===== src/dtp_defs.vh =====
// Constants for the dual touch probe position latch.
// Assumes inclusion by bare name from design files of the latch.
`ifndef DTP_DEFS_VH
`define DTP_DEFS_VH

// Object indices of the register map
`define DTP_IDX_CONTROL      16'h60B8
`define DTP_IDX_STATUS       16'h60B9
`define DTP_IDX_POS_ONE      16'h60BA
`define DTP_IDX_POS_TWO      16'h60BC

// Reset values
`define DTP_CONTROL_RESET    16'h0000
`define DTP_POS_RESET        32'h0000_0000

// Control field positions within one probe's byte
`define DTP_CB_ENABLE        0
`define DTP_CB_CONT          1
`define DTP_CB_SOURCE        2
`define DTP_CB_SAMPLE        4

// Status field positions within one probe's byte
`define DTP_SB_ENABLED       0
`define DTP_SB_HELD          1
`define DTP_SB_TOGGLE        7

// Byte offsets of the two probes inside control and status words
`define DTP_PROBE_ONE_LSB    0
`define DTP_PROBE_TWO_LSB    8

`endif


===== src/dtp_channel.v =====
// One touch probe channel: arming, trigger selection, capture and status.
// Assumes trigger inputs are synchronous to core_clk and position is valid each cycle.
`include "dtp_defs.vh"

module dtp_channel (
    // Clock and reset
    input  wire        core_clk,
    input  wire        resetn,
    // Control byte for this probe
    input  wire [7:0]  ctrl_byte,
    input  wire        force_off,
    // Trigger candidates and position
    input  wire        trig_ext,
    input  wire        trig_index,
    input  wire [31:0] position,
    // Results
    output wire [7:0]  stat_byte,
    output reg  [31:0] latched_q
);

    // Control field decode
    wire enable  = ctrl_byte[`DTP_CB_ENABLE] & ~force_off;
    wire cont    = ctrl_byte[`DTP_CB_CONT];
    wire sample  = ctrl_byte[`DTP_CB_SAMPLE] & enable;

    reg        sample_q;
    reg        armed_q;
    reg        held_q;
    reg        toggle_q;
    reg        src_q;
    reg        ext_q;
    reg        idx_q;

    // Trigger source taken at each latch start; reread after each capture in continuous mode
    wire src_now  = ctrl_byte[`DTP_CB_SOURCE];
    wire sel_in   = src_q ? trig_index : trig_ext;
    wire sel_prev = src_q ? idx_q : ext_q;
    wire trig_evt = sel_in & ~sel_prev;
    wire start    = sample & ~sample_q;
    wire capture  = sample & ~start & trig_evt & (cont | armed_q);

    // Arming, capture and status state
    always @(posedge core_clk) begin
        if (!resetn) begin
            sample_q  <= 1'b0;
            armed_q   <= 1'b0;
            held_q    <= 1'b0;
            toggle_q  <= 1'b0;
            src_q     <= 1'b0;
            ext_q     <= 1'b0;
            idx_q     <= 1'b0;
            latched_q <= `DTP_POS_RESET;
        end else begin
            sample_q <= sample;
            ext_q    <= trig_ext;
            idx_q    <= trig_index;
            if (start || (cont && capture))
                src_q <= src_now;
            if (!enable || start) begin
                held_q  <= 1'b0;
                armed_q <= start;
            end else if (capture) begin
                latched_q <= position;
                held_q    <= 1'b1;
                armed_q   <= 1'b0;
                if (cont)
                    toggle_q <= ~toggle_q;
            end
        end
    end

    // Status byte for this probe
    assign stat_byte = {toggle_q, 5'b0_0000, held_q, enable};

endmodule


===== src/dtp_latch.v =====
// Top of the dual touch probe position latch with its object register port.
// Assumes host accesses arrive synchronous to core_clk as index, write strobe and data.
// Assumes the host reads an object by holding its index for one clock.
// Assumes trigger inputs and position need no filtering and are valid every cycle.
`include "dtp_defs.vh"

module dtp_latch (
    // Clock and reset
    input  wire        core_clk,
    input  wire        resetn,
    // Object access port
    input  wire [15:0] obj_index,
    input  wire        obj_write,
    input  wire [31:0] obj_wdata,
    output reg  [31:0] obj_rdata,
    output reg         obj_valid,
    // Drive context
    input  wire        homing_active,
    input  wire [31:0] actual_position,
    // Trigger inputs
    input  wire        first_probe_input,
    input  wire        second_probe_input,
    input  wire        encoder_index
);

    // The block keeps one control word; status and positions are
    // assembled from the two channels and read back through one mux.

    // Stored control word and its next value
    reg  [15:0] control_q;
    reg  [15:0] control_d;
    wire [15:0] ctrl_wdata;

    // Previous homing level and the start-of-homing pulse
    reg         homing_q;
    wire        homing_start;

    // Index decode results, one object at a time
    reg         sel_control;
    reg         sel_status;
    reg         sel_pos_one;
    reg         sel_pos_two;
    wire        sel_mapped;
    wire        ctrl_wr;

    // Control bytes handed to the two channels
    wire [7:0]  ctrl_one;
    wire [7:0]  ctrl_two;

    // Trigger and position routing into the channels
    wire        trig_one_ext;
    wire        trig_one_index;
    wire        trig_two_ext;
    wire        trig_two_alt;
    wire [31:0] position_now;

    // Channel results
    wire [7:0]  stat_one;
    wire [7:0]  stat_two;
    wire [15:0] status_word;
    wire [31:0] pos_one;
    wire [31:0] pos_two;

    // Read path next values
    reg  [31:0] rdata_d;
    reg         valid_d;

    // Index decode as a priority chain; each object answers only at
    // its exact index, so neighbouring indices never alias onto it
    always @* begin
        sel_control = 1'b0;
        sel_status  = 1'b0;
        sel_pos_one = 1'b0;
        sel_pos_two = 1'b0;
        if (obj_index == `DTP_IDX_CONTROL) begin
            sel_control = 1'b1;
        end else if (obj_index == `DTP_IDX_STATUS) begin
            sel_status = 1'b1;
        end else if (obj_index == `DTP_IDX_POS_ONE) begin
            sel_pos_one = 1'b1;
        end else if (obj_index == `DTP_IDX_POS_TWO) begin
            sel_pos_two = 1'b1;
        end
    end

    // Any decoded object makes the read valid
    assign sel_mapped = sel_control | sel_status | sel_pos_one | sel_pos_two;

    // Write decode; status and both positions are read-only, so a write
    // aimed at them falls through here and leaves every register untouched
    assign ctrl_wr = obj_write & sel_control;

    // Only the low half of the write data is a control word;
    // the upper half is left unread
    assign ctrl_wdata = obj_wdata[15:0];

    // Previous homing level, kept to find the first cycle of a run
    always @(posedge core_clk) begin
        if (!resetn) begin
            homing_q <= 1'b0;
        end else begin
            homing_q <= homing_active;
        end
    end

    // One-cycle pulse in the first cycle of a homing run
    assign homing_start = homing_active & ~homing_q;

    // Control next value. A host write in the cycle that homing starts
    // wins; probe one is still held off by the homing level itself, so
    // a written enable only takes effect once homing has ended
    always @* begin
        control_d = control_q;
        if (ctrl_wr) begin
            control_d = ctrl_wdata;
        end else if (homing_start) begin
            control_d[`DTP_PROBE_ONE_LSB + `DTP_CB_ENABLE] = 1'b0;
        end
    end

    // Control register; reserved bits are kept and read back as written
    always @(posedge core_clk) begin
        if (!resetn) begin
            control_q <= `DTP_CONTROL_RESET;
        end else begin
            control_q <= control_d;
        end
    end

    // Low byte configures probe one, high byte probe two
    assign ctrl_one = control_q[`DTP_PROBE_ONE_LSB +: 8];
    assign ctrl_two = control_q[`DTP_PROBE_TWO_LSB +: 8];

    // Probe one chooses between its own input and the encoder index;
    // the source bit picks between them inside the channel
    assign trig_one_ext   = first_probe_input;
    assign trig_one_index = encoder_index;

    // Probe two has one trigger line: bit 10 at one is reserved, so both
    // candidates are the second probe input and the source bit cannot
    // steer probe two anywhere else
    assign trig_two_ext = second_probe_input;
    assign trig_two_alt = second_probe_input;

    // Both channels latch the same live position
    assign position_now = actual_position;

    // A trigger edge is latched at the clock that sees it; the host can
    // read the new position and status one clock later at the earliest.
    // Probe one channel; homing holds it off for as long as it runs
    dtp_channel u_probe_one (
        .core_clk   (core_clk),
        .resetn     (resetn),
        .ctrl_byte  (ctrl_one),
        .force_off  (homing_active),
        .trig_ext   (trig_one_ext),
        .trig_index (trig_one_index),
        .position   (position_now),
        .stat_byte  (stat_one),
        .latched_q  (pos_one)
    );

    // Probe two channel; nothing outside forces it off
    dtp_channel u_probe_two (
        .core_clk   (core_clk),
        .resetn     (resetn),
        .ctrl_byte  (ctrl_two),
        .force_off  (1'b0),
        .trig_ext   (trig_two_ext),
        .trig_index (trig_two_alt),
        .position   (position_now),
        .stat_byte  (stat_two),
        .latched_q  (pos_two)
    );

    // Status word: probe two in the high byte, probe one in the low byte;
    // reserved status bits come out zero from the channels
    assign status_word = {stat_two, stat_one};

    // Read mux; 16-bit objects sit in the low half with the upper half
    // zero, and an unknown index answers zero with valid low
    always @* begin
        rdata_d = 32'h0000_0000;
        valid_d = sel_mapped;
        if (sel_control) begin
            rdata_d = {16'h0000, control_q};
        end else if (sel_status) begin
            rdata_d = {16'h0000, status_word};
        end else if (sel_pos_one) begin
            rdata_d = pos_one;
        end else if (sel_pos_two) begin
            rdata_d = pos_two;
        end
    end

    // Registered read-back, one cycle after the index is presented; the
    // register keeps the host's sample point clear of the mux ripple
    always @(posedge core_clk) begin
        if (!resetn) begin
            obj_rdata <= 32'h0000_0000;
            obj_valid <= 1'b0;
        end else begin
            obj_rdata <= rdata_d;
            obj_valid <= valid_d;
        end
    end

endmodule


===== config.mk =====
export PLATFORM = sky130hd
export DESIGN_NAME = dtp_latch
export DESIGN_NICKNAME = d
export VERILOG_FILES = /design/src/dtp_channel.v /design/src/dtp_latch.v
export VERILOG_INCLUDE_DIRS = /design/src
export SDC_FILE = /design/constraint.sdc
export NUM_CORES = 1
export LEC_CHECK = 0
export BUFFER_PORTS_ARGS = -buffer_cell sky130_fd_sc_hd__buf_2
export CAP_MARGIN = 10
export CORE_ASPECT_RATIO = 1.1
export CORE_MARGIN = 2
export CORE_UTILIZATION = 59
export CTS_CLUSTER_SIZE = 40
export DETAILED_ROUTE_END_ITERATION = 12
export GPL_ROUTABILITY_DRIVEN = 0
export PLACE_DENSITY = 0.87
export SLEW_MARGIN = 20
export SYNTH_ARGS = -nofsm -noshare
export SYNTH_HDL_FRONTEND = slang
export SYNTH_HIERARCHICAL = 1
export SYNTH_SLANG_ARGS = --single-unit

===== constraint.sdc =====
create_clock -name core_clk -period 4 [get_ports core_clk]
set_clock_uncertainty 0.2 [all_clocks]
set_input_delay 0.4 -clock core_clk [delete_from_list [all_inputs] [get_ports core_clk]]
set_output_delay 0.4 -clock core_clk [all_outputs]
set_load 0.01 [all_outputs]

==> results of run 1 <==
power by group through the flow:
| stage | Sequential (mW) | Combinational, mW | Clock [mW] |
|---|---|---|---|
| after floorplan | 1.31 | 0.0795 | 0 |
| after global placement | 1.31 | 0.119 | 0 |
| after detailed placement | 1.31 | 0.125 | 0 |
| after CTS | 1.28 | 0.165 | 1.62 |
| after global routing | 1.28 | 0.183 | 1.68 |
| final | 1.28 | 0.169 | 1.60 |
registers in the layout, indices dropped and copies added, names as in the netlist:
name and count:
u_probe_two/toggle_q 1, u_probe_one/idx_q 1, u_probe_one/src_q 1, u_probe_one/ext_q 1, u_probe_two/ext_q 1, u_probe_one/toggle_q 1
u_probe_two/latched_q 32, u_probe_one/sample_q 1, u_probe_two/sample_q 1, obj_rdata 32, u_probe_two/idx_q 1, u_probe_two/held_q 1
obj_valid 1, u_probe_two/armed_q 1, control_q 16, u_probe_one/latched_q 32, u_probe_one/armed_q 1, homing_q 1
u_probe_one/held_q 1, u_probe_two/src_q 1
cells by family after synthesis:
logic type | after synthesis | synth area share (%)
other | 3 | 0.2013
muxes | 79 | 14.27
buffers and inverters | 66 | 6.868
DFF | 128 | 45.82
and+or+nand+nor | 238 | 20.58
AOI/OAI and AO/OA | 95 | 12.26
cell usage after synthesis, types with 2 or more instances:
| library cell | instances |
|---|---|
| nand2_1 | 137 |
| a22oi_1 | 20 |
| buf_6 | 8 |
| nor2_1 | 24 |
| o22ai_1 | 3 |
| buf_4 | 18 |
| or3b_2 | 2 |
| or4b_1 | 2 |
| a211o_1 | 2 |
| nand2b_1 | 7 |
| or4bb_1 | 3 |
| nor2b_1 | 6 |
| buf_2 | 7 |
| clkbuf_1 | 21 |
| mux2i_1 | 73 |
| nand3_1 | 22 |
| nor4_1 | 4 |
| nor3_1 | 6 |
| inv_1 | 7 |
| o221a_2 | 2 |
| nand3b_1 | 8 |
| a21oi_1 | 20 |
| o2111ai_1 | 2 |
| o31ai_1 | 2 |
| or3b_4 | 2 |
| buf_1 | 5 |
| a211oi_2 | 4 |
| nand4b_1 | 2 |
| and2_1 | 6 |
| a31oi_1 | 2 |
| nor4_4 | 2 |
| a2111oi_0 | 2 |
| a211oi_4 | 2 |
| o21ai_1 | 2 |
| and3b_1 | 2 |
| o21ai_0 | 19 |
| mux2_2 | 6 |
| a221oi_1 | 4 |
| conb_1 | 3 |
| a222oi_1 | 6 |
| dfxtp_1 | 128 |
placed cells by master, fill, tap and decap left out, types with 7 or more instances in the layout:
cell type,n
buf_2,102
dfxtp_1,128
nand3_1,22
buf_4,9
a22oi_1,20
nor2_1,24
nand2b_1,7
a21oi_1,20
mux2i_1,73
nand2_1,137
conb_1,13
nand3b_1,8
o21ai_0,19
inv_1,7
clkbuf_16,16
dlygate4sd3_1,52
metal layers:
layer / global-route usage [%] / vias to the layer above
met5: 0 / -
met1: 32.75 / 2345
met3: 6.640 / 21
met2: 46.97 / 177
met4: 9.557 / 0
li1: - / 2364
final timing paths:
path | start | to | slack (ns)
worst max register to register | u_probe_one/src_q$_SDFFE_PN0P_ | u_probe_one/latched_q[21]$_SDFFE_PN0P_ | 1.79
worst max-delay path | obj_index[6] | obj_rdata[15]$_SDFF_PN0_ | 1.58
worst min-delay path | obj_index[3] | obj_rdata[8]$_SDFF_PN0_ | 0.05
worst min register to register | u_probe_two/latched_q[28]$_SDFFE_PN0P_ | u_probe_two/latched_q[28]$_SDFFE_PN0P_ | 0.26
final cells by class:
cell class	instances	area, µm²	area share [%]
Inverter	7	26.28	0.3679
Clock buffer	19	431.7	6.044
Tap cell	117	146.4	2.050
Sequential cell	128	2562	35.88
Clock inverter	13	186.4	2.610
Multi-Input combinational cell	425	2690	37.67
Timing Repair Buffer	163	1099	15.38
worst min-delay path: stages:
cell	delay (ns)
buf_2	0.15
nand3b_1	0.09
a21oi_1	0.07
==> summary.md, run 1 <==
| Metric | Value |
|---|---|
| Fill cell total of the finished layout | `~600` |
| Fin util | `between 70% and 80%` |
| Warnings, synthesis | `6` |
| Placement Setup Slack | `1.032 ns` |
| Clk sinks | `128` |
| Period minus WS final | `2.425 ns` |
| Setup TNS | `0 ns` |
| Htree depth | `4` |
| Vias per inst | `~5.6` |
| Global-route wire length before repair | `22.69 mm` |
| Die Height | `between 100 and 150 µm` |
| CTS Buf Count | `17` |
| Leakage | `roughly 2.8 nW` |
| Async SR Flop Fraction | `0%` |
| Post-Layout Cell Count | `872` |
| NetSw | `0.6578 mW` |
| Max incr delay on CP | `between 0.7 and 0.8 ns` |
| Gr ovfl total | `0` |
| Share of cells above drive strength 1 | `between 20 and 25%` |
| Bufs and invs on worst path | `2` |
| Total track usage | `about 27%` |
| Syn_area_per_cell | `just over 9 µm²` |
| Cell Pwr Density | `426.5 nW/µm²` |
| Number of enable flip-flop cells after synthesis | `0` |
| CP arrival | `roughly 2.7 ns` |
| Setup crit start kind | `input pin` |
| Final ANT Viol Nets | `0` |
| Row count | `37` |
| Critical Path Sink Type | `flop` |
| I/O pin count | `120` |
| Skew-Pair Late Insertion Delay | `around 0.5 ns` |
| First drt pass iteration count | `5` |
| R2R depth | `4` |
| Hold Path Depth | `3` |
| Placed wire-length estimate | `around 8.7 mm` |
| Netlist cell types | `47` |
| Antenna violations before repair | `0` |
| Hold buffers post-CTS | `52` |
| Rel. slew slack | `32.28%` |
| Layout area overhead | `27.70%` |
| Synth Instances | `between 600 and 700` |
| # port buffers | `between 100 and 150` |
| DR WL met2 | `roughly 7.1 mm` |
| Largest net degree at the start of global routing | `86` |
| Worst Tran Pin Value | `1.014 ns` |
| Slew Limit Fails | `0` |
| Reg power frac | `between 40% and 50%` |
| TritonCTS clock tree | `done` |
| Synth area leaders | `dfxtp_1 (46%), mux2i_1 (13%), nand2_1 (9.2%)` |
| Final setup margin | `between 1.5 and 2 ns` |
| Delay-heaviest family, CP | `simple AND/OR/NAND/NOR gates` |
| Detailed Route Iter0 Violations | `approximately 320` |
| CTS root buffer | `clkbuf_8` |
| Syn Std Cell Area | `between 5000 and 6000 µm²` |
| Nets | `between 800 and 900` |
| Max Cap Violations | `0` |
| Post-Route M1 WL | `a little under 6 mm` |
| Switching share of power | `approximately 22%` |
| DP Area | `6003 µm²` |
| Cell Int Power | `between 2 and 2.5 mW` |
| Crit share post-route | `between 60 and 70%` |
| Top layer in use | `met4` |
| Vias in the first global route | `about 4800` |
| Worst EP required | `4.24 ns` |
| Peak Freq | `roughly 410 MHz` |
| Ys flop type | `dfxtp_1` |
| Outcome | `finished, final reports clean` |
| Register area share after synthesis | `a little under half` |
| Post-CTS Setup Repair Bufs | `0` |
| Power share of the combinational group | `5.6%` |
| Final WL | `roughly 14 mm` |
| Power share of the clock group | `around 53%` |
| Setup CP Type | `in -> reg` |
| WL/cell | `16.15 µm` |
| Via count | `~4900` |
| Clock tree buffer depth | `2` |
| Drt drc | `0` |
| Final instance area | `7142 µm²` |
| Worst min path class | `in -> reg` |
| Routed wl met3 | `between 800 and 900 µm` |
| Critical path cell sequence | `buf_2 > or4b_1 > nor4_4 > buf_4 > a22oi_1 > o22ai_1` |
| PnR Total Power | `about 3 mW` |
| Die W | `around 97 µm` |
| Placed Cells | `788` |
| Max IR drop VDD | `~0.00027 V` |
| Core ar. | `between 9000 and 10000 µm²` |
| Share of the synthesized area in the top cell type | `between 40% and 50%` |
| Final Hold Fails | `0` |
| Initial core utilization | `~60%` |
| Crit path depth | `6` |
| Number of antenna diodes | `0` |
| Die area | `just over 10000 µm²` |
| Clock slew at reported path FFs | `0.06 ns` |
| Cell taking the most area after synthesis | `dfxtp_1` |
| RSZ-0062 raised after global routing | `no` |
| # setup viols final | `0` |
| Maximum fanout along the worst path | `18` |
| #FFs+latches synth | `128` |
| Crit-path slowest cell | `or4b_1` |
| Post-CTS Resized | `0` |
| Hold_ws | `between 0.04 and 0.05 ns` |
Power figures use the tool's default switching activity.
==> run 2: changes to the inputs <==
- CORE_UTILIZATION: 59 -> 54
- PLACE_DENSITY: 0.87 -> 0.81
- clock period: 4 -> 2.25 ns (I/O delays scaled with it)
==> run 2 against run 1 <==
  * Global-route usage down 1.6 points
  * Sequential share of layout area down 1.2 points
  * Routed wire length grew 0.77%
  * Design area grew 3.4%
  * Total power rose by 75%
  * Setup slack got worse by 1.5 ns
  * Worst hold slack better by 0.031 ns
  * First-iteration DRC count increased by 20%
==> summary.md, run 2 (synthesis gave the netlist of run 1 again) <==
| Metric | Value |
|---|---|
| M2 GR Usage | `a little over two fifths` |
| I/O pin count | `between 100 and 150` |
| Slew Limit Fails | `0` |
| Total track usage | `25.47%` |
| Skew-Pair Late Insertion Delay | `0.53 ns` |
| Number of antenna diodes | `0` |
| CTS Buf Count | `17` |
| Global route hottest layer | `met2` |
| Clock slew at reported path FFs | `around 0.06 ns` |
| Setup CP Type | `in -> reg` |
| CP arrival | `around 2.4 ns` |
| Worst Tran Pin Value | `between 0.5 and 0.6 ns` |
| TritonCTS clock tree | `done` |
| Vias in the first global route | `a little under 5000` |
| WL/cell | `~16 µm` |
| Clk sinks | `roughly 130` |
| Die Height | `roughly 110 µm` |
| Vias per inst | `~5.5` |
| GRT met1 Usage | `roughly 31%` |
| M3 GR Usage | `under 10%` |
| Share of cells above drive strength 1 | `23.75%` |
| Final ANT Viol Nets | `0` |
| Detailed Route Iter0 Violations | `between 300 and 400` |
| Via count | `about 4900` |
| Row count | `38` |
| Nets | `853` |
| Peak Freq | `between 400 and 500 MHz` |
| Htree depth | `4` |
| Commonest cells after routing, fill and taps aside | `nand2_1 (137), dfxtp_1 (128), buf_2 (102), mux2i_1 (73), dlygate4sd3_1 (56)` |
| Hold_ws | `a little under 0.08 ns` |
| # port buffers | `between 100 and 150` |
| Max Cap Violations | `0` |
| Die W | `101.0 µm` |
| Critical Path Sink Type | `flop` |
| Clock tree buffer depth | `2` |
| Largest net degree at the start of global routing | `150` |
| Largest regs | `obj_rdata: 32 flops, u_probe_one/latched_q: 32 flops, u_probe_two/latched_q: 32 flops` |
| Crit share post-route | `a little over nine tenths` |
| Placed wire-length estimate | `approximately 9 mm` |
| Outcome | `finished, final reports clean` |
| Period minus WS final | `between 2 and 2.5 ns` |
| Antenna violations before repair | `0` |
| First drt pass iteration count | `5` |
| RSZ-0062 raised after global routing | `no` |
| Global-route wire length before repair | `about 23 mm` |
| Setup crit start kind | `input pin` |
| Worst EP required | `between 2 and 3 ns` |
| Worst min path class | `in -> reg` |
| Leading cell type in the layout, fill and taps excluded | `nand2_1` |
| # setup viols final | `0` |
| Core ar. | `9985 µm²` |
| Fin util | `73.96%` |
| Final WL | `14.19 mm` |
| Layout area overhead | `32.04%` |
| Final Hold Fails | `0` |
| Max IR drop VDD | `0.0004609 V` |
| Fill cell total of the finished layout | `between 700 and 800` |
| Die area | `around 11000 µm²` |
| Rel. slew slack | `around three fifths` |
| Leakage | `roughly 2.9 nW` |
| Cell Pwr Density | `approximately 720 nW/µm²` |
| Maximum fanout along the worst path | `11` |
| Post-CTS Setup Repair Bufs | `0` |
| CTS root buffer | `clkbuf_8` |
| Initial core utilization | `a little under three fifths` |
| Gr ovfl total | `0` |
| Drt drc | `0` |
==> run 2: cell count changes in the layout (fill, tap and decap cells not counted), moves of 2 or more <==
cell,change
buf_12,+5
buf_4,+13
clkinvlp_4,+2
dlygate4sd3_1,+4
or4_4,+2
==> run 2: final timing paths <==
kind                                                             start  cells after the start                                     end  slack (ns)
worst max-delay path                                      obj_index[1]                      7                 obj_rdata[6]$_SDFF_PN0_        0.07
worst min-delay path                                      obj_index[0]                      4                 obj_rdata[8]$_SDFF_PN0_        0.08
worst max register to register          u_probe_two/src_q$_SDFFE_PN0P_                      4  u_probe_two/latched_q[14]$_SDFFE_PN0P_        0.33
worst min register to register  u_probe_one/latched_q[10]$_SDFFE_PN0P_                      2  u_probe_one/latched_q[10]$_SDFFE_PN0P_        0.26
==> run 2: power by group <==
group	switching, mW	total, mW	internal (mW)
sequential	0.000932	2.27	2.27
clock	1.03	2.74	1.72
combinational	0.161	0.322	0.161
total	1.19	5.34	4.15
==> run 2: cell type report <==
cell class	instances	area [µm²]	share of cell area (%)
inverter	7	26.28	0.3558
clock buffer	19	431.7	5.845
tap	120	150.1	2.033
clock inverter	13	162.7	2.203
multi-input combinational	427	2715	36.77
sequential	128	2562	34.70
timing repair buffer	185	1336	18.10
==> run 2: layer usage <==
metal / vias up / wire length [µm]
met2: 194 / 7079
met5: - / 0
met1: 2319 / 6118
met4: 0 / 212
li1: 2406 / -
met3: 20 / 778
==> run 2: through the flow <==
stage | power [mW] | instances | cell area (µm²) | setup TNS [ns] | setup slack, ns
global placement | 2.549 | 809 | 6205 | -0.2536 | -0.03037
detailed placement | 2.560 | 809 | 6205 | -1.576 | -0.09774
global route | 5.492 | 899 | 7385 | 0 | 0.004543
finish | 5.337 | 899 | 7385 | 0 | 0.07187
CTS | 5.354 | 897 | 7360 | 0 | 0.07646
floorplan | 2.463 | 619 | 5630 | 0 | 0.07870
==> run 2: worst max-delay path, stage by stage <==
cell	delay [ns]
dlygate4sd3_1	0.54
buf_2	0.20
or4bb_1	0.60
nor4_4	0.28
buf_4	0.24
a221oi_1	0.13
a211oi_2	0.21
==> run 2: what timing repair did <==
action | in CTS | in global routing
setup endpoints to repair | 0 | 4
hold buffers | 56 | 0
resized for setup | 0 | 4
hold endpoints to repair | 92 | 0
==> run 3: changes to the inputs <==
- CORE_UTILIZATION: 54 -> 53
- MAX_ROUTING_LAYER: not set -> met4
- SYNTH_HIERARCHICAL: 1 -> not set
==> run 3 against run 2 <==
  * Clock-buffer cell count is 3 higher
  * Clock power rose by 4%
  * Cell count down 12%
  * Highest routed layer unchanged
  * Design area down 7.1%
  * Worst hold slack worse by 0.047 ns
  * Total power barely moved
  * Largest power group unchanged
  * Critical path type unchanged
  * Maximum frequency rose by 4.1%
  * Setup slack better by 0.086 ns
  * First-iteration DRC count down 4.0%
  * Via count is 9.1% lower
  * Sequential share of layout area increased by 2.1 points
==> summary.md, run 3 <==
| Metric | Value |
|---|---|
| Clk sinks | `~130` |
| Clock slew at reported path FFs | `about 0.060 ns` |
| Cell taking the most area after synthesis | `dfxtp_1` |
| Max incr delay on CP | `between 0.5 and 0.6 ns` |
| Synth area leaders | `dfxtp_1 (51%), a21boi_0 (7.5%), mux2i_1 (6.7%)` |
| I/O pin count | `120` |
| Vias in the first global route | `between 4000 and 5000` |
| Fill cell total of the finished layout | `roughly 600` |
| Nets | `755` |
| Critical Path Sink Type | `flop` |
| Clock tree buffer depth | `2` |
| Syn_area_per_cell | `just under 10 µm²` |
| Max IR drop VDD | `a little under 0.0005 V` |
| Cell Int Power | `between 4 and 5 mW` |
| Switching share of power | `between 10% and 20%` |
| Ranking of synthesized cells by instance count | `dfxtp_1 (126), nand2_1 (72), a21boi_0 (49)` |
| Leading cell type in the layout, fill and taps excluded | `dfxtp_1` |
| Critical path cell sequence | `dlygate4sd3_1 > buf_2 > or4b_1 > nor4_4 > buf_12 > buf_4 > a22oi_1 > nor2_1` |
| Netlist cell types | `43` |
| Largest net degree at the start of global routing | `52` |
| Register area share after synthesis | `around half` |
| Die area | `10070 µm²` |
| Core ar. | `about 9000 µm²` |
| Reg power frac | `between 40% and 50%` |
| Period minus WS final | `approximately 2.1 ns` |
| #FFs+latches synth | `about 130` |
| Skew-Pair Late Insertion Delay | `between 0.5 and 0.6 ns` |
| Final setup margin | `about 0.16 ns` |
| Rel. slew slack | `just under 70%` |
| Vias per inst | `approximately 5.6` |
| Peak Freq | `~480 MHz` |
| Worst EP required | `2.50 ns` |
| Drt drc | `0` |
| # setup viols final | `0` |
| Sequential cell area | `~2500 µm²` |
| Setup TNS | `0 ns` |
| CTS Buf Count | `17` |
| Cell Pwr Density | `778.1 nW/µm²` |
| Htree depth | `4` |
| Post-CTS Resized | `0` |
| First drt pass iteration count | `6` |
| Slew Limit Fails | `0` |
| RSZ-0062 raised after global routing | `no` |
| Ys flop type | `dfxtp_1` |
| Gr ovfl total | `0` |
| Maximum fanout along the worst path | `26` |
| CP arrival | `roughly 2.3 ns` |
| Crit-path slowest cell | `dlygate4sd3_1` |
| Crit share post-route | `between 90 and 100%` |
| Final WL | `roughly 13 mm` |
| Syn Std Cell Area | `4917 µm²` |
| Max Cap Violations | `0` |
| CTS root buffer | `clkbuf_8` |
| Syn Nets | `between 500 and 600` |
| Placed wire-length estimate | `~7.9 mm` |
| Hold_ws | `between 0.03 and 0.04 ns` |
| Setup CP Type | `in -> reg` |
| Row count | `36` |
| Via count | `~4500` |
| Number of enable flip-flop cells after synthesis | `0` |
| Commonest cells after routing, fill and taps aside | `dfxtp_1 (126), buf_2 (103), nand2_1 (72), dlygate4sd3_1 (54), a21boi_0 (49)` |
| Leakage | `roughly 2.6 nW` |
| Initial core utilization | `approximately 55%` |
| Worst min path class | `in -> reg` |
| Final instance area | `6859 µm²` |
| TritonCTS clock tree | `done` |
| Most common cell in the synthesized netlist | `dfxtp_1` |
| Number of antenna diodes | `0` |
| Power share of the clock group | `between 50% and 60%` |
| Outcome | `finished, final reports clean` |
| Detailed Route Iter0 Violations | `363` |
| Final ANT Viol Nets | `0` |
| Synth Instances | `508` |
| Worst Tran Pin Value | `0.4666 ns` |
| Die Height | `105.0 µm` |
| Power share of the combinational group | `4.8%` |
| WL/cell | `16.60 µm` |
| Warnings, synthesis | `0` |
| Share of cells above drive strength 1 | `24.08%` |
| Antenna violations before repair | `0` |
| DP Area | `5695 µm²` |
| Die W | `about 96 µm` |
| Layout area overhead | `39.49%` |
| Placement Setup Slack | `-0.05007 ns` |
| Final Hold Fails | `0` |
| NetSw | `about 1.1 mW` |
| Largest regs | `obj_rdata: 32 flops, u_probe_one.latched_q: 32 flops, u_probe_two.latched_q: 32 flops` |
| Async SR Flop Fraction | `0%` |
| Multi-input logic area | `between 2000 and 2500 µm²` |
| Setup crit start kind | `input pin` |
| PnR Total Power | `~5.3 mW` |
| # port buffers | `slightly above 100` |
| Global-route wire length before repair | `roughly 21 mm` |
| Share of the synthesized area in the top cell type | `between 50% and 60%` |
| Total track usage | `28.01%` |
-- run 3: cell types whose count changed after synthesis, moves of 16 or more --
cell      delta
a21boi_0    +49
a21oi_1     -18
buf_4       -16
mux2i_1     -40
nand2_1     -65
nand4_1     +16
nor2b_1     +28
-- run 3: final timing paths --
check / startpoint / end / slack (ns) / cells after the start
worst min-delay path: resetn / obj_rdata[9]$_SDFF_PN0_ / 0.03 / 4
worst max register to register: control_q[8]$_SDFFE_PN0P_ / u_probe_two.latched_q[4]$_SDFFE_PN0P_ / 0.37 / 5
worst max-delay path: obj_index[0] / obj_rdata[22]$_SDFF_PP0_ / 0.16 / 8
worst min register to register: control_q[10]$_SDFFE_PN0P_ / obj_rdata[10]$_SDFF_PN0_ / 0.26 / 1
-- run 3: logic make-up after synthesis --
kind of cell           Yosys count  synth area share, %
multiplexers                    33                6.718
XOR/XNOR                         2               0.3563
flip-flops                     126                51.30
AO/OA/AOI/OAI                  124                18.65
AND/OR/NAND/NOR                181                19.29
buffers and inverters           42                3.689
-- run 3: layer usage --
layer / part of all wire, % / wire length [µm] / up-vias / track usage (%)
met2: 51 / 6761 / 171 / 47.70
met4: 2.2 / 284 / 0 / 10.71
met1: 41 / 5393 / 2167 / 31.63
li1: - / - / 2123 / -
met5: 0 / 0 / - / -
met3: 5.8 / 759 / 28 / 6.128
-- run 3: area by class of cell --
class,count,share of cell area (%)
Clock buffer,22,6.749
Clock inverter,10,2.335
Inverter,2,0.1094
Multi-Input combinational cell,340,32.65
Sequential cell,126,36.77
Tap cell,114,2.080
Timing Repair Buffer,181,19.30
-- run 3: power groups by stage --
stage,combinational (mW),sequential (mW),clock [mW]
2_1_floorplan,0.0711,2.28,0
3_3_place_gp,0.174,2.28,0
3_5_place_dp,0.178,2.28,0
4_1_cts,0.252,2.24,2.86
5_1_grt,0.275,2.24,2.95
6_report,0.259,2.24,2.84
-- run 3: timing repair --
action | in CTS | in global routing
hold buffers | 54 | 0
hold endpoints to repair | 90 | 0
buffers inserted | 0 | 0
-- run 3: worst max-delay path, delay by kind of cell --
family / cells / cell delay [ns]
AND/OR/NAND/NOR: 3 / 0.93
AO/OA/AOI/OAI: 1 / 0.10
buffers and inverters: 4 / 1.08
-- run 3: stage by stage --
| step | util (%) | std cells |
|---|---|---|
| after detailed placement | 63.54 | 709 |
| after CTS | 76.52 | 795 |
| after floorplan | - | 508 |
| after global placement | 63.54 | 709 |
| after global routing | 76.52 | 795 |
| final | 76.52 | 795 |
